$ cat src/lens_gpio_pkg.sv
package lens_gpio_pkg;
    localparam int NPADS_DEF  = 12;
    localparam int NSTEPS_DEF = 4;
    localparam int ADC_W      = 10;
    localparam int ADC_CH     = 3;

    // Timing
    localparam int CLK_HZ         = 100_000_000;
    localparam int TOGGLE_DIV     = 2;
    localparam int SAMPLE_MAX_SPS = 36000;
    localparam int SAMPLE_GAP_CYC = (CLK_HZ + SAMPLE_MAX_SPS - 1) / SAMPLE_MAX_SPS;

    // Register offsets
    localparam logic [7:0] OFS_CTRL     = 8'h00;
    localparam logic [7:0] OFS_OUT      = 8'h04;
    localparam logic [7:0] OFS_DIR      = 8'h08;
    localparam logic [7:0] OFS_PIN      = 8'h0c;
    localparam logic [7:0] OFS_STAT     = 8'h10;
    localparam logic [7:0] OFS_MASK     = 8'h14;
    localparam logic [7:0] OFS_LOOPS    = 8'h18;
    localparam logic [7:0] OFS_ADC      = 8'h1c;
    localparam logic [7:0] OFS_STEP_VAL = 8'h40;
    localparam logic [7:0] OFS_STEP_LEN = 8'h60;

    // Field positions
    localparam int CTRL_CLK_ON = 0;
    localparam int CTRL_WAVE   = 1;
    localparam int CTRL_LAST   = 4;
    localparam int LEN_NOTIFY  = 16;
    localparam int ST_STEP     = 0;
    localparam int ST_DONE     = 1;
    localparam int ST_ADC      = 2;

    // Reset values
    localparam logic [2:0]  LAST_RST = 3'h0;
    localparam logic [15:0] LOOP_RST = 16'h0000;

    typedef struct packed {
        logic        wr;
        logic        rd;
        logic [7:0]  addr;
        logic [31:0] wdata;
    } reg_req_s;

    typedef struct packed {
        logic             valid;
        logic [ADC_W-1:0] data;
    } adc_res_s;
endpackage : lens_gpio_pkg

$ cat src/lens_actuator_waveform_gpio.sv
// Contract
// - Twelve pads, each driven high or low on its own.
// - Waveform timebase, step sequencer and ADC requests run only while the clock gate is on.
// - Waveform steps change pads at most once every two clock periods.
// - Host and microcontroller both control pads, directly or by waveform.
// - Direct output register writes reach the output-enabled pads right after the write, while waveform mode is off.
// - Once started, programmed waveforms run with no further input.
// - Selected waveform points raise a wakeup and a pollable status bit.
// - Wakeup is sent only while the microcontroller sleeps.
// - Each pad can be a high-impedance input.
// - Every pad level is mirrored in a readable register bit.
// - Shared 10-bit ADC samples three feedback inputs only during blanking.
// - Feedback results sit in registers, at most about 36000 samples/s.
// - Step commands over the register port become pad waveforms.
module lens_actuator_waveform_gpio
    import lens_gpio_pkg::*;
#(
    parameter int NPADS  = NPADS_DEF,
    parameter int NSTEPS = NSTEPS_DEF
) (
    // Clock and reset
    input  wire logic             I_SYS_CLK,
    input  wire logic             I_SYS_RST,
    // Register port, shared by host and microcontroller
    input  wire reg_req_s         I_REG,
    output logic [31:0]           O_RDATA,
    // Pads
    input  wire logic [NPADS-1:0] I_PAD_IN,
    output logic [NPADS-1:0]      O_PAD_OUT,
    output logic [NPADS-1:0]      O_PAD_OE,
    // Microcontroller and interrupt
    input  wire logic             I_MCU_SLEEP,
    output logic                  O_MCU_WAKE,
    output logic                  O_IRQ,
    // Sensor ADC sharing
    input  wire logic             I_HBLANK,
    input  wire adc_res_s         I_ADC,
    output logic                  O_ADC_REQ,
    output logic [1:0]            O_ADC_SEL
);
    localparam int IW    = (NSTEPS > 1) ? $clog2(NSTEPS) : 1;
    localparam int GAP_W = $clog2(SAMPLE_GAP_CYC + 1);

    if (NPADS < 1 || NPADS > 16 || NSTEPS < 2 || NSTEPS > 8) begin : g_chk
        $error("lens gpio: NPADS must be 1..16 and NSTEPS 2..8");
    end

    typedef enum {G_IDLE, G_RUN} gen_state_e;

    function automatic logic [15:0] len_of(input logic [16:0] v);
        return (v[15:0] == 16'h0000) ? 16'h0001 : v[15:0];
    endfunction : len_of

    function automatic logic in_bank(input logic [7:0] a, input logic [7:0] base);
        return a[7:5] == base[7:5];
    endfunction : in_bank

    gen_state_e         gst_r;
    logic               clk_on_r;
    logic               wave_r;
    logic [2:0]         last_r;
    logic [NPADS-1:0]   out_r;
    logic [NPADS-1:0]   dir_r;
    logic [NPADS-1:0]   s1_r;
    logic [NPADS-1:0]   s2_r;
    logic [NPADS-1:0]   s3_r;
    logic [NPADS-1:0]   pin_r;
    logic [NPADS-1:0]   gen_r;
    logic [NPADS-1:0]   sval_r [NSTEPS];
    logic [16:0]        slen_r [NSTEPS];
    logic [IW-1:0]      idx_r;
    logic [15:0]        dur_r;
    logic [15:0]        loops_r;
    logic               half_r;
    logic [2:0]         stat_r;
    logic [2:0]         mask_r;
    logic [ADC_W-1:0]   adc_r [ADC_CH];
    logic [GAP_W-1:0]   gap_r;
    logic [1:0]         sel_r;

    // Decode
    logic             wr_ctrl;
    logic             wr_out;
    logic             wr_dir;
    logic             wr_stat;
    logic             wr_mask;
    logic             wr_loops;
    logic             any_ctl;
    logic [2:0]       rd_idx;
    logic             rd_step_ok;
    logic [31:0]      rd_mux;
    assign wr_ctrl    = I_REG.wr && I_REG.addr == OFS_CTRL;
    assign wr_out     = I_REG.wr && I_REG.addr == OFS_OUT;
    assign wr_dir     = I_REG.wr && I_REG.addr == OFS_DIR;
    assign wr_stat    = I_REG.wr && I_REG.addr == OFS_STAT;
    assign wr_mask    = I_REG.wr && I_REG.addr == OFS_MASK;
    assign wr_loops   = I_REG.wr && I_REG.addr == OFS_LOOPS;
    assign any_ctl    = wr_ctrl || wr_out || wr_dir;
    assign rd_idx     = I_REG.addr[4:2];
    assign rd_step_ok = 32'(rd_idx) < NSTEPS && I_REG.addr[1:0] == 2'b00;

    // Generator decode
    logic             tick;
    logic             step_last;
    logic             step_end;
    logic             run_done;
    logic             step_note;
    logic [IW-1:0]    nxt_idx;
    assign tick      = clk_on_r && half_r;
    assign step_last = 3'(idx_r) >= last_r || idx_r == IW'(NSTEPS - 1);
    assign step_end  = gst_r == G_RUN && tick && dur_r <= 16'h0001;
    assign run_done  = step_end && step_last && loops_r == 16'h0001;
    assign step_note = step_end && slen_r[idx_r][LEN_NOTIFY];
    assign nxt_idx   = step_last ? '0 : idx_r + 1'b1;

    // Status decode; a set in the clearing cycle survives
    logic             sample_ok;
    logic [2:0]       stat_set;
    logic [2:0]       stat_clr;
    logic [2:0]       stat_nxt;
    logic [NPADS-1:0] pad_nxt;
    logic [NPADS-1:0] pin_nxt;
    assign sample_ok = O_ADC_REQ && I_ADC.valid;
    assign stat_set  = {sample_ok, run_done, step_note};
    assign stat_clr  = wr_stat ? I_REG.wdata[2:0] : 3'h0;
    assign stat_nxt  = (stat_r & ~stat_clr) | stat_set;
    assign pad_nxt   = (wave_r ? gen_r : out_r) & dir_r;
    assign pin_nxt   = (s3_r & ~(s2_r ^ s3_r)) | (pin_r & (s2_r ^ s3_r));

    assign rd_mux =
        (I_REG.addr == OFS_CTRL)  ? 32'({last_r, 2'b00, wave_r, clk_on_r}) :
        (I_REG.addr == OFS_OUT)   ? 32'(out_r) :
        (I_REG.addr == OFS_DIR)   ? 32'(dir_r) :
        (I_REG.addr == OFS_PIN)   ? 32'(pin_r) :
        (I_REG.addr == OFS_STAT)  ? 32'(stat_r) :
        (I_REG.addr == OFS_MASK)  ? 32'(mask_r) :
        (I_REG.addr == OFS_LOOPS) ? 32'(loops_r) :
        (I_REG.addr == OFS_ADC)   ? 32'(adc_r[0]) :
        (I_REG.addr == OFS_ADC + 8'h04) ? 32'(adc_r[1]) :
        (I_REG.addr == OFS_ADC + 8'h08) ? 32'(adc_r[2]) :
        (in_bank(I_REG.addr, OFS_STEP_VAL) && rd_step_ok) ? 32'(sval_r[rd_idx[IW-1:0]]) :
        (in_bank(I_REG.addr, OFS_STEP_LEN) && rd_step_ok) ? 32'(slen_r[rd_idx[IW-1:0]]) :
        32'h0000_0000;

    always_ff @(posedge I_SYS_CLK) begin
        if (I_SYS_RST) begin
            clk_on_r <= 1'b0;
            wave_r   <= 1'b0;
            last_r   <= LAST_RST;
            out_r    <= '0;
            dir_r    <= '0;
            mask_r   <= 3'h0;
        end else begin
            if (wr_ctrl) begin
                clk_on_r <= I_REG.wdata[CTRL_CLK_ON];
                wave_r   <= I_REG.wdata[CTRL_WAVE];
                last_r   <= I_REG.wdata[CTRL_LAST+:3];
            end
            if (wr_out) out_r <= I_REG.wdata[NPADS-1:0];
            if (wr_dir) dir_r <= I_REG.wdata[NPADS-1:0];
            if (wr_mask) mask_r <= I_REG.wdata[2:0];
        end
    end

    for (genvar i = 0; i < NSTEPS; i++) begin : g_step
        always_ff @(posedge I_SYS_CLK) begin
            if (I_SYS_RST) begin
                sval_r[i] <= '0;
                slen_r[i] <= 17'h0_0000;
            end else if (I_REG.wr && I_REG.addr == OFS_STEP_VAL + 8'(4 * i)) begin
                sval_r[i] <= I_REG.wdata[NPADS-1:0];
            end else if (I_REG.wr && I_REG.addr == OFS_STEP_LEN + 8'(4 * i)) begin
                slen_r[i] <= I_REG.wdata[16:0];
            end
        end
    end

    // half-rate step timebase; held low while gated
    always_ff @(posedge I_SYS_CLK) begin
        if (I_SYS_RST) half_r <= 1'b0;
        else           half_r <= clk_on_r && !half_r;
    end

    // autonomous step sequencer; loop count write starts it while the clock gate is on
    always_ff @(posedge I_SYS_CLK) begin
        if (I_SYS_RST) begin
            gst_r   <= G_IDLE;
            idx_r   <= '0;
            dur_r   <= 16'h0000;
            loops_r <= LOOP_RST;
        end else if (wr_loops && clk_on_r) begin
            gst_r   <= G_RUN;
            idx_r   <= '0;
            dur_r   <= len_of(slen_r[0]);
            loops_r <= I_REG.wdata[15:0];
        end else if (step_end) begin
            if (run_done) begin
                gst_r <= G_IDLE;
            end else begin
                idx_r <= nxt_idx;
                dur_r <= len_of(slen_r[nxt_idx]);
                if (step_last && loops_r != 16'h0000) loops_r <= loops_r - 16'h0001;
            end
        end else if (gst_r == G_RUN && tick) begin
            dur_r <= dur_r - 16'h0001;
        end
    end

    // Step value follows the index one cycle later; idle holds the last level
    always_ff @(posedge I_SYS_CLK) begin
        if (I_SYS_RST)           gen_r <= '0;
        else if (gst_r == G_RUN) gen_r <= sval_r[idx_r];
    end

    // per-pad drive; direct value reaches the pad next edge
    always_ff @(posedge I_SYS_CLK) begin
        if (I_SYS_RST) begin
            O_PAD_OUT <= '0;
            O_PAD_OE  <= '0;
        end else begin
            O_PAD_OUT <= pad_nxt;
            O_PAD_OE  <= dir_r;
        end
    end

    // Pad mirror: three flops, a change counts once the last two agree
    always_ff @(posedge I_SYS_CLK) begin
        if (I_SYS_RST) begin
            s1_r  <= '0;
            s2_r  <= '0;
            s3_r  <= '0;
            pin_r <= '0;
        end else begin
            s1_r  <= I_PAD_IN;
            s2_r  <= s1_r;
            s3_r  <= s2_r;
            pin_r <= pin_nxt;
        end
    end

    // notification status; wakeup only into sleep
    always_ff @(posedge I_SYS_CLK) begin
        if (I_SYS_RST) begin
            stat_r     <= 3'h0;
            O_MCU_WAKE <= 1'b0;
            O_IRQ      <= 1'b0;
        end else begin
            stat_r     <= stat_nxt;
            O_MCU_WAKE <= |stat_set[ST_DONE:ST_STEP] && I_MCU_SLEEP;
            O_IRQ      <= |(stat_nxt & mask_r);
        end
    end

    // request the ADC only in blanking; spacing caps the rate
    always_ff @(posedge I_SYS_CLK) begin
        if (I_SYS_RST) begin
            gap_r     <= '0;
            sel_r     <= 2'h0;
            O_ADC_REQ <= 1'b0;
            O_ADC_SEL <= 2'h0;
        end else begin
            if (sample_ok)               gap_r <= GAP_W'(SAMPLE_GAP_CYC - 1);
            else if (gap_r != '0)        gap_r <= gap_r - 1'b1;
            if (sample_ok)               sel_r <= (sel_r == 2'h2) ? 2'h0 : sel_r + 2'h1;
            O_ADC_REQ <= clk_on_r && I_HBLANK && gap_r == '0 && !sample_ok;
            O_ADC_SEL <= sel_r;
        end
    end

    always_ff @(posedge I_SYS_CLK) begin
        if (I_SYS_RST) begin
            for (int k = 0; k < ADC_CH; k++) adc_r[k] <= '0;
        end else if (sample_ok && sel_r != 2'h3) begin
            adc_r[sel_r] <= I_ADC.data;
        end
    end

    // Read data stands only in the cycle after the strobe
    always_ff @(posedge I_SYS_CLK) begin
        if (I_SYS_RST)     O_RDATA <= 32'h0000_0000;
        else if (I_REG.rd) O_RDATA <= rd_mux;
        else               O_RDATA <= 32'h0000_0000;
    end
endmodule : lens_actuator_waveform_gpio

$ cat config.mk
export PLATFORM = sky130hd
export DESIGN_NAME = lens_actuator_waveform_gpio
export DESIGN_NICKNAME = d
export VERILOG_FILES = /design/src/lens_gpio_pkg.sv /design/src/lens_actuator_waveform_gpio.sv
export SDC_FILE = /design/constraint.sdc
export NUM_CORES = 1
export LEC_CHECK = 0
export BUFFER_PORTS_ARGS = -buffer_cell sky130_fd_sc_hd__buf_2
export CAP_MARGIN = 10
export CORE_MARGIN = 2
export CORE_UTILIZATION = 53
export DETAILED_ROUTE_END_ITERATION = 10
export GPL_TIMING_DRIVEN = 1
export PLACE_DENSITY = 0.72
export SYNTH_ARGS = -nofsm -noshare
export SYNTH_HDL_FRONTEND = slang
export SYNTH_SLANG_ARGS = --single-unit
$ cat constraint.sdc
create_clock -name I_SYS_CLK -period 4.8 [get_ports I_SYS_CLK]
set_input_delay 0.72 -clock I_SYS_CLK [delete_from_list [all_inputs] [get_ports I_SYS_CLK]]
set_output_delay 0.72 -clock I_SYS_CLK [all_outputs]
set_load 0.02 [all_outputs]
Yosys cells after proc, flatten, opt, wreduce, memory -nomap -nowiden
Memories as Yosys holds them, arrays and structs flattened. A register that Yosys moved wholly into a read port is not among the register bits.
Index checks and enable logic that the tools add are counted.
Cells by class
  $add $sub $neg: 5
  $lt $le $gt $ge: 3
  equal/unequal tests: 25
  mux-type cells: 77
  bitwise gates (word level): 21
  reductions and logical operators: 61
Operators with widths (count)
  $mux 16: 16
  $mux 12: 12
  $mux 17: 4
  $eq 8x7->1 const B: 8
  $mux 1: 37
  $and 12x12->12: 3
  $eq 8x5->1 const B: 4
  $logic_and 1x1->1: 32
  $logic_not 16->1: 2
  $sub 16x1->16 const B: 2
  $eq 16x1->1 const B: 1
  $eq 8x4->1 const B: 2
  $eq 8x6->1 const B: 2
  $le 16x1->1 const B: 1
  $reduce_bool 16->1: 1
  $reduce_or 14->1: 1
  $reduce_or 13->1: 1
  $logic_not 12->1: 1
  $not 12->12: 1
  $or 12x12->12: 1
  $reduce_bool 12->1: 1
  $sub 12x1->12 const B: 1
  $xor 12x12->12: 1
  $mux 10: 1
  29 further kinds: 56
Storage, ports and cells
  register bits: 194
  RAM bits: 146
  input bits: 69
  word-level logic and storage cells: 225
  memories: 3
Memory list
  slen_r: depth 4, width 17, read ports 4, clocked after memory_dff 1, write ports 4, RTL line lens_actuator_waveform_gpio.sv:70  | logic [16:0] slen_r [NSTEPS];
  sval_r: depth 4, width 12, read ports 2, clocked after memory_dff 1, write ports 4, RTL line lens_actuator_waveform_gpio.sv:69  | logic [NPADS-1:0] sval_r [NSTEPS];
  adc_r: depth 3, width 10, read ports 3, clocked after memory_dff 0, write ports 3, RTL line lens_actuator_waveform_gpio.sv:77  | logic [ADC_W-1:0] adc_r [ADC_CH];

Depth between registers and ports, before layout
Gate-level depths: netlist (run 1).
  word-level depth: 15
  depth in mapped cells: 11

Least setup slack after synthesis (run 1)
OpenSTA, ideal clock, no wires.
  kind: in2reg
  start: in I_REG[34] (netlist name)
  end: mem slen_r[1][0], enable pin
  setup time: 0.395 ns
  arrival: 2.717 ns
  path slack: 1.688 ns
  stages on the path: 5
  path buffers: 1
  cell sequence: buf_1 > inv_1 > nor3_1 > nand2_1 > o21bai_1
RTL lines
  from (decl): RTL line lens_actuator_waveform_gpio.sv:25  | input wire reg_req_s I_REG,
  to (decl): RTL line lens_actuator_waveform_gpio.sv:70

Worst setup path after layout (run 1)
  start: reg idx_r[0]
  end: reg dur_r[0]
On the way
  longest elaborated chain between the ends: 9
RTL lines
  from (decl): RTL line lens_actuator_waveform_gpio.sv:71  | logic [IW-1:0] idx_r;
  from (signal assigned): RTL line lens_actuator_waveform_gpio.sv:200  | idx_r <= nxt_idx;
  $ge 2x3->1 or $eq 2x2->1 (tied branches): RTL line lens_actuator_waveform_gpio.sv:110  | assign step_last = 3'(idx_r) >= last_r || idx_r == IW'(NSTEPS - 1);
  $logic_or 1x1->1: RTL line lens_actuator_waveform_gpio.sv:110
  $mux 2: RTL line lens_actuator_waveform_gpio.sv:114  | assign nxt_idx = step_last ? '0 : idx_r + 1'b1;
  $mem_v2 4x17
  $logic_not 16->1: RTL line lens_actuator_waveform_gpio.sv:51  | return (v[15:0] == 16'h0000) ? 16'h0001 : v[15:0];
  $mux 16: RTL line lens_actuator_waveform_gpio.sv:51
  $mux 16: RTL line lens_actuator_waveform_gpio.sv:197  | if (run_done) begin
  $mux 16: RTL line lens_actuator_waveform_gpio.sv:196  | end else if (step_end) begin
  $mux 16: RTL line lens_actuator_waveform_gpio.sv:191  | end else if (wr_loops && clk_on_r) begin
  to (signal assigned): RTL line lens_actuator_waveform_gpio.sv:194  | dur_r <= len_of(slen_r[0]);
  to (signal assigned): RTL line lens_actuator_waveform_gpio.sv:201  | dur_r <= len_of(slen_r[nxt_idx]);
  to (signal assigned): RTL line lens_actuator_waveform_gpio.sv:205  | dur_r <= dur_r - 16'h0001;
  to (decl): RTL line lens_actuator_waveform_gpio.sv:72  | logic [15:0] dur_r;
Several ways; a longest one is shown, not always the timed one. The select of a mux whose other input is x is not followed.
A chain may end at the register's enable or synchronous reset.

==> results of run 1 <==
-- power by group through the flow --
stage / Sequential (mW) / Combinational [mW] / Clock, mW
global route: 3.18 / 0.513 / 2.84
CTS: 3.17 / 0.473 / 2.72
global placement: 3.23 / 0.458 / 0
floorplan: 3.21 / 0.333 / 0
detailed placement: 3.23 / 0.468 / 0
finish: 3.17 / 0.478 / 2.69
-- cells in the mapped netlist, types with 18 or more instances --
cell | instances | share of area (%)
edfxtp_1 | 146 | 28
nor3_1 | 25 | 0.80
mux2i_1 | 46 | 2.9
nand3_1 | 45 | 1.4
nor2_1 | 102 | 2.4
mux4_2 | 42 | 6.0
nand2_1 | 123 | 2.9
a211oi_1 | 25 | 1.2
nor2b_1 | 68 | 2.7
dfxtp_1 | 193 | 25
xnor2_1 | 18 | 1.0
a21oi_1 | 83 | 2.7
o21ai_0 | 66 | 2.1
and2_1 | 139 | 5.6
a22oi_1 | 25 | 1.2
clkbuf_1 | 79 | 1.9
-- sequential cells by signal, indices dropped and copies added (netlist names), 16 cells and up, named ones only --
| register | count |
|---|---|
| dur_r | 16 |
| slen_r | 68 |
| adc_r | 30 |
| sval_r | 48 |
| loops_r | 16 |
| O_RDATA | 17 |
-- cell families (layout without fill, tap and decap cells) --
family | after synthesis | after routing | synth area share (%)
xor+xnor | 29 | 29 | 1.62
fa+ha+maj | 8 | 8 | 0.639
buf+inv | 134 | 209 | 3.99
simple gates | 585 | 585 | 19.8
other cells | 1 | 16 | 0.0239
flops | 339 | 339 | 52.7
compound gates | 289 | 289 | 12.1
mux | 90 | 90 | 9.12
-- worst max-delay path by stage --
| stage | start | to | cells past startpoint |
|---|---|---|---|
| after floorplan | I_REG[34] | slen_r[1][0]$_SDFFCE_PN0P_ | 5 |
| after global placement | I_REG[37] | dur_r[10]$_SDFFE_PP0P_ | 6 |
| after detailed placement | I_REG[37] | dur_r[11]$_SDFFE_PP0P_ | 6 |
| after CTS | idx_r[0]$_SDFFE_PP0P_ | dur_r[0]$_SDFFE_PP0P_ | 9 |
| after global routing | idx_r[0]$_SDFFE_PP0P_ | dur_r[0]$_SDFFE_PP0P_ | 9 |
| final | idx_r[0]$_SDFFE_PP0P_ | dur_r[0]$_SDFFE_PP0P_ | 9 |
-- placed cells by master (no fill, tap or decap), types with 7 or more instances in the layout --
cell / synthesis / layout
xnor2_1: 18 / 18
o21bai_1: 9 / 9
nor2_1: 102 / 102
xor2_1: 11 / 11
nor3_1: 25 / 25
nand2b_1: 7 / 7
mux2i_1: 46 / 46
clkbuf_16: 0 / 36
ha_1: 8 / 8
a21oi_1: 83 / 83
nor2b_1: 68 / 68
buf_2: 4 / 98
mux4_2: 42 / 42
a22o_1: 9 / 9
edfxtp_1: 146 / 146
nand3_1: 45 / 45
or2_2: 8 / 8
buf_4: 15 / 31
a211oi_1: 25 / 25
a31oi_1: 8 / 8
a22oi_1: 25 / 25
nand2_1: 123 / 123
o21ai_0: 66 / 66
inv_1: 14 / 14
o211ai_1: 8 / 8
clkinv_2: 0 / 7
conb_1: 1 / 15
dfxtp_1: 193 / 193
nor4_1: 14 / 13
a221oi_1: 14 / 14
and3_1: 15 / 15
and2_1: 139 / 139
-- through the flow --
step,util [%],total power [mW],cell area (µm²)
after global placement,56.6,3.69,16400
after global routing,60.6,6.54,17500
after CTS,60.6,6.36,17500
after floorplan,-,3.54,15700
after detailed placement,56.6,3.70,16400
final,60.6,6.34,17500
-- layout make-up --
type | instances | area, µm² | area share, %
diodes | 1 | 2.50 | 0.0143
repair buffers | 130 | 743 | 4.24
inverters | 14 | 52.6 | 0.300
multi-input cells | 1016 | 6860 | 39.1
flip-flops and latches | 339 | 8250 | 47.1
clock inverters | 19 | 163 | 0.928
well taps | 384 | 480 | 2.74
clock buffers | 46 | 978 | 5.58
-- layer usage --
layer | vias to the layer above | part of all wire, % | routed length [µm] | GRT usage (%)
met3 | 83 | 11 | 4800 | 7.49
li1 | 5424 | - | - | -
met1 | 5730 | 41 | 18400 | 39.3
met5 | - | 0.029 | 13 | 0
met4 | 2 | 3.2 | 1440 | 9.54
met2 | 555 | 45 | 19800 | 44.0
==> flow_summary.json, run 1 <==
{
  "p_per_area_mw_per_mm2": 362,
  "worstHoldEndpoint": "s1_r[0]$_SDFF_PP0_",
  "root_buffer": "clkbuf_16",
  "fp.dieW_um": 176,
  "path_class": "flop to flop",
  "slew_violations": 0,
  "min_period_ps": 3450,
  "dpl.hpwl_mm": 30.8,
  "end_kind": "flop",
  "ys_types": 79,
  "grt_pass1_vias": 11262,
  "power_frac_comb_pct": 7.5,
  "pwr-share-seq_pct": 50.1,
  "postCtsHoldBufs": 0,
  "critPathSlowestCell": "ha_1",
  "post_cts_resized": 0,
  "grt_first_pass_wirelength_mm": 66.7,
  "synth-edff-count": 146,
  "fillers": 2408,
  "power.internal_mw": 4.85,
  "port_buffers": 99,
  "min_from": "I_PAD_IN[0]",
  "post_drt_wl_per_cell_um": 22.8,
  "period_share_pct": 71.9,
  "routed_via_density": 6.05,
  "ys_ff_latch": 339,
  "reg2reg_depth": 9,
  "cts_setup_buffers": 0,
  "area_growth_pct": 11.9,
  "tns_ps": 0,
  "dp_slack_ps": 1410,
  "dp.cells": 1883,
  "rsz0062_at_grt": "false",
  "arrival_ps": 3870,
  "clockPowerShare_pct": 42.4,
  "drive_gt1_share_pct": 16.6,
  "timing.fmax_ghz": 0.290,
  "hold_viol": 0,
  "crit_family": "compound AO/OA/AOI/OAI gates",
  "cts_buffer_depth": 3,
  "crit-reg2reg-capture": "dur_r[0]$_SDFFE_PP0P_",
  "ys_seq_area_share_pct": 52.7,
  "grt_use_total_pct": 28.5,
  "layout.nets": 1614,
  "synth_cells": 1475,
  "crit_path_start_kind": "flop",
  "worst_pin_slew_ps": 1120,
  "start_util_pct": 54.1,
  "final.setup_skew_ps": 8.97,
  "boundaryPins": 130,
  "hold_ws_ps": 416,
  "clkTransAtPathRegs_ps": 60,
  "gp_congestion": 0.989,
  "clk_latency_ps": 520,
  "power.net_switching_mw": 1.50,
  "avgSynthCellArea_um2": 10.6,
  "die_h_um": 176,
  "cts_tree": "done",
  "coreArea_mm2": 0.0289,
  "grt_max_degree": 131,
  "r2r_start": "idx_r[0]$_SDFFE_PP0P_",
  "p_leak_nw": 6.29,
  "cp_max_fo": 23,
  "ys.flop_type": "dfxtp_1",
  "outcome": "finished clean",
  "critical_path_buf_inv_count": 1,
  "rows": 62,
  "slowest_delay_ps": 1010,
  "relSlewSlack_pct": 24.9,
  "hp-class": "input port to flop",
  "drc": 0,
  "critPathRequiredTime_ps": 5210,
  "ant_nets": 0,
  "cts-buffers-inserted": 36,
  "ys_async_sr_fraction_pct": 0,
  "vias": 11794,
  "yosys_warnings": 0,
  "peakVddDrop_mv": 0.228,
  "cts_num_sinks": 339,
  "drtPass1Iterations": 6,
  "p_sw_share_pct": 23.6,
  "drt_iter0_markers": 1251,
  "fin_cells": 1949,
  "htreeDepth": 2,
  "max-cap-violations": 0,
  "min_path_cells": 2,
  "overflow": 0,
  "rrSetupSlack_ps": 1350,
  "setup_viol": 0,
  "fin_ws_ps": 1350,
  "synthesis.area_mm2": 0.0157,
  "crit_chain": "ha_1 -> buf_4 -> mux2i_1 -> o21ai_0 -> nor4_1 -> a31oi_1 -> a2111oi_0 -> a21boi_0 -> o41ai_1",
  "die_area_mm2": 0.0309,
  "antenna_found_initial": 2,
  "routed_wl_mm": 44.4
}
(Power assumes the default switching activity.)
==> inputs of run 2 (changes only) <==
==> constraint.sdc (replaced) <==
create_clock -name I_SYS_CLK -period 3.5 [get_ports I_SYS_CLK]
set_input_delay 0.525 -clock I_SYS_CLK [delete_from_list [all_inputs] [get_ports I_SYS_CLK]]
set_output_delay 0.525 -clock I_SYS_CLK [all_outputs]
set_load 0.02 [all_outputs]
==> flow_summary.json, run 2 (same netlist as run 1, synthesis figures left out) <==
{
  "drc": 0,
  "antenna_found_initial": 0,
  "crit_path_start_kind": "flop",
  "slew_violations": 0,
  "p_sw_share_pct": 23.9,
  "layout.nets": 1642,
  "critPathRequiredTime_ps": 3920,
  "ant_nets": 0,
  "clk_latency_ps": 530,
  "reg2reg_depth": 9,
  "pwr-share-seq_pct": 50.7,
  "outcome": "finished clean",
  "min_from": "I_PAD_IN[6]",
  "post_drt_wl_per_cell_um": 22.5,
  "cts_buffer_depth": 3,
  "p_per_area_mw_per_mm2": 487,
  "rows": 62,
  "grt_first_pass_wirelength_mm": 66.9,
  "power.internal_mw": 6.54,
  "peakVddDrop_mv": 0.362,
  "gp_congestion": 0.994,
  "clkTransAtPathRegs_ps": 60,
  "cts_tree": "done",
  "critPathSlowestCell": "dfxtp_1",
  "area_growth_pct": 12.8,
  "relSlewSlack_pct": 24.8,
  "vias": 11983,
  "p_leak_nw": 6.41,
  "drtPass1Iterations": 6,
  "port_buffers": 99,
  "rsz0062_at_grt": "false",
  "worstHoldEndpoint": "s1_r[6]$_SDFF_PP0_",
  "max-cap-violations": 0,
  "overflow": 0,
  "postCtsHoldBufs": 0,
  "final_common_cell": "dfxtp_1",
  "cts_setup_buffers": 0,
  "power.net_switching_mw": 2.06,
  "fillers": 2340,
  "grt_max_degree": 82,
  "boundaryPins": 130,
  "root_buffer": "clkbuf_16",
  "timing.fmax_ghz": 0.340,
  "crit-reg2reg-capture": "dur_r[0]$_SDFFE_PP0P_",
  "utilization_pct": 61.1,
  "setup_viol": 0,
  "post_cts_resized": 0,
  "worst_pin_slew_ps": 1120,
  "largest_reg_flops": 68,
  "cts-buffers-inserted": 36,
  "end_kind": "flop",
  "final.setup_skew_ps": 12.5,
  "min_path_cells": 2,
  "grt_pass1_vias": 11275,
  "start_util_pct": 54.1,
  "drive_gt1_share_pct": 18.1,
  "cts_num_sinks": 339,
  "rrSetupSlack_ps": 560,
  "slowest_delay_ps": 490,
  "clockPowerShare_pct": 41.5,
  "reg_top3": "slen_r: 68 flops, sval_r: 48 flops, adc_r: 30 flops",
  "arrival_ps": 3360,
  "power_frac_comb_pct": 7.8,
  "drt_iter0_markers": 1305,
  "htreeDepth": 2,
  "grt_use_total_pct": 28.6,
  "routed_via_density": 6.07,
  "r2r_start": "idx_r[0]$_SDFFE_PP0P_",
  "path_class": "flop to flop",
  "top_register": "slen_r",
  "period_share_pct": 84.1,
  "cp_max_fo": 14,
  "tns_ps": 0,
  "dpl.hpwl_mm": 31.1,
  "hp-class": "input port to flop",
  "hold_viol": 0,
  "most-common-layout-cells": "dfxtp_1, edfxtp_1, and2_1",
  "crit_chain": "inv_1 -> ha_1 -> nor2b_1 -> o211a_1 -> o21ai_0 -> buf_4 -> a221oi_1 -> a21boi_0 -> o41ai_1",
  "die_h_um": 176,
  "fp.dieW_um": 176,
  "die_area_mm2": 0.0309,
  "coreArea_mm2": 0.0289,
  "min_period_ps": 2940,
  "routed_wl_mm": 44.4
}
-- run 2: changes by cell type in the layout (fill, tap and decap cells not counted), sizes merged --
cell / delta
inv: -1
clkinv: -3
bufinv: -2
clkinvlp: -1
clkbuf: +4
buf: +28
-- run 2: how the worst max path moves through the flow --
stage                           from                         end  slack [ps]  cells after the start
5_1_grt        idx_r[0]$_SDFFE_PP0P_       dur_r[6]$_SDFFE_PP0P_         370                     10
6_report       idx_r[0]$_SDFFE_PP0P_       dur_r[0]$_SDFFE_PP0P_         560                      9
3_5_place_dp               I_REG[35]      dur_r[11]$_SDFFE_PP0P_         500                      7
4_1_cts        idx_r[0]$_SDFFE_PP0P_       dur_r[0]$_SDFFE_PP0P_         600                      9
2_1_floorplan              I_REG[34]  slen_r[1][0]$_SDFFCE_PN0P_         580                      5
3_3_place_gp               I_REG[35]       out_r[8]$_SDFFE_PP0P_         590                      7
-- run 2: critical path: cells and delay by family, from the launching register on --
| family | cells | cell delay [ps] |
|---|---|---|
| AO/OA/AOI/OAI | 5 | 1460 |
| adder cells (fa/ha/maj) | 1 | 310 |
| buffers and inverters | 2 | 420 |
| flip-flops | 1 | 490 |
| AND/OR/NAND/NOR | 1 | 160 |
-- run 2: per-layer routing --
layer / global-route usage, % / vias to the layer above / part of all wire, %
met4: 10.0 / 0 / 3.4
met5: 0 / - / 0
li1: - / 5482 / -
met1: 40.7 / 5758 / 41
met2: 43.1 / 654 / 44
met3: 6.36 / 89 / 12
-- run 2: metrics by stage --
| step | setup WS, ps | hold slack (ps) | power, mW | area, µm² | cells |
|---|---|---|---|---|---|
| 2_1_floorplan | 583 | 414 | 4.86 | 15700 | 1489 |
| 3_3_place_gp | 594 | 424 | 5.07 | 16600 | 1911 |
| 3_5_place_dp | 496 | 426 | 5.09 | 16600 | 1911 |
| 4_1_cts | 595 | 217 | 8.61 | 17700 | 1973 |
| 5_1_grt | 368 | 213 | 8.86 | 17700 | 1973 |
| 6_report | 558 | 220 | 8.60 | 17700 | 1974 |
-- run 2: area by class of cell --
type                       instances  area [µm²]  share of cell area, %
sequential                       339        8250                   46.7
multi-input combinational       1016        6860                   38.8
clock buffer                      50        1010                   5.74
timing repair buffer             158         941                   5.33
tap                              384         480                   2.72
clock inverter                    12        76.3                  0.432
inverter                          14        52.6                  0.297
antenna                            1        2.50                 0.0142
-- run 2: power by group through the flow --
stage,Sequential (mW),Combinational [mW],Clock (mW)
3_5_place_dp,4.44,0.651,0
4_1_cts,4.35,0.658,3.59
5_1_grt,4.37,0.727,3.77
3_3_place_gp,4.43,0.637,0
2_1_floorplan,4.40,0.457,0
6_report,4.36,0.668,3.57
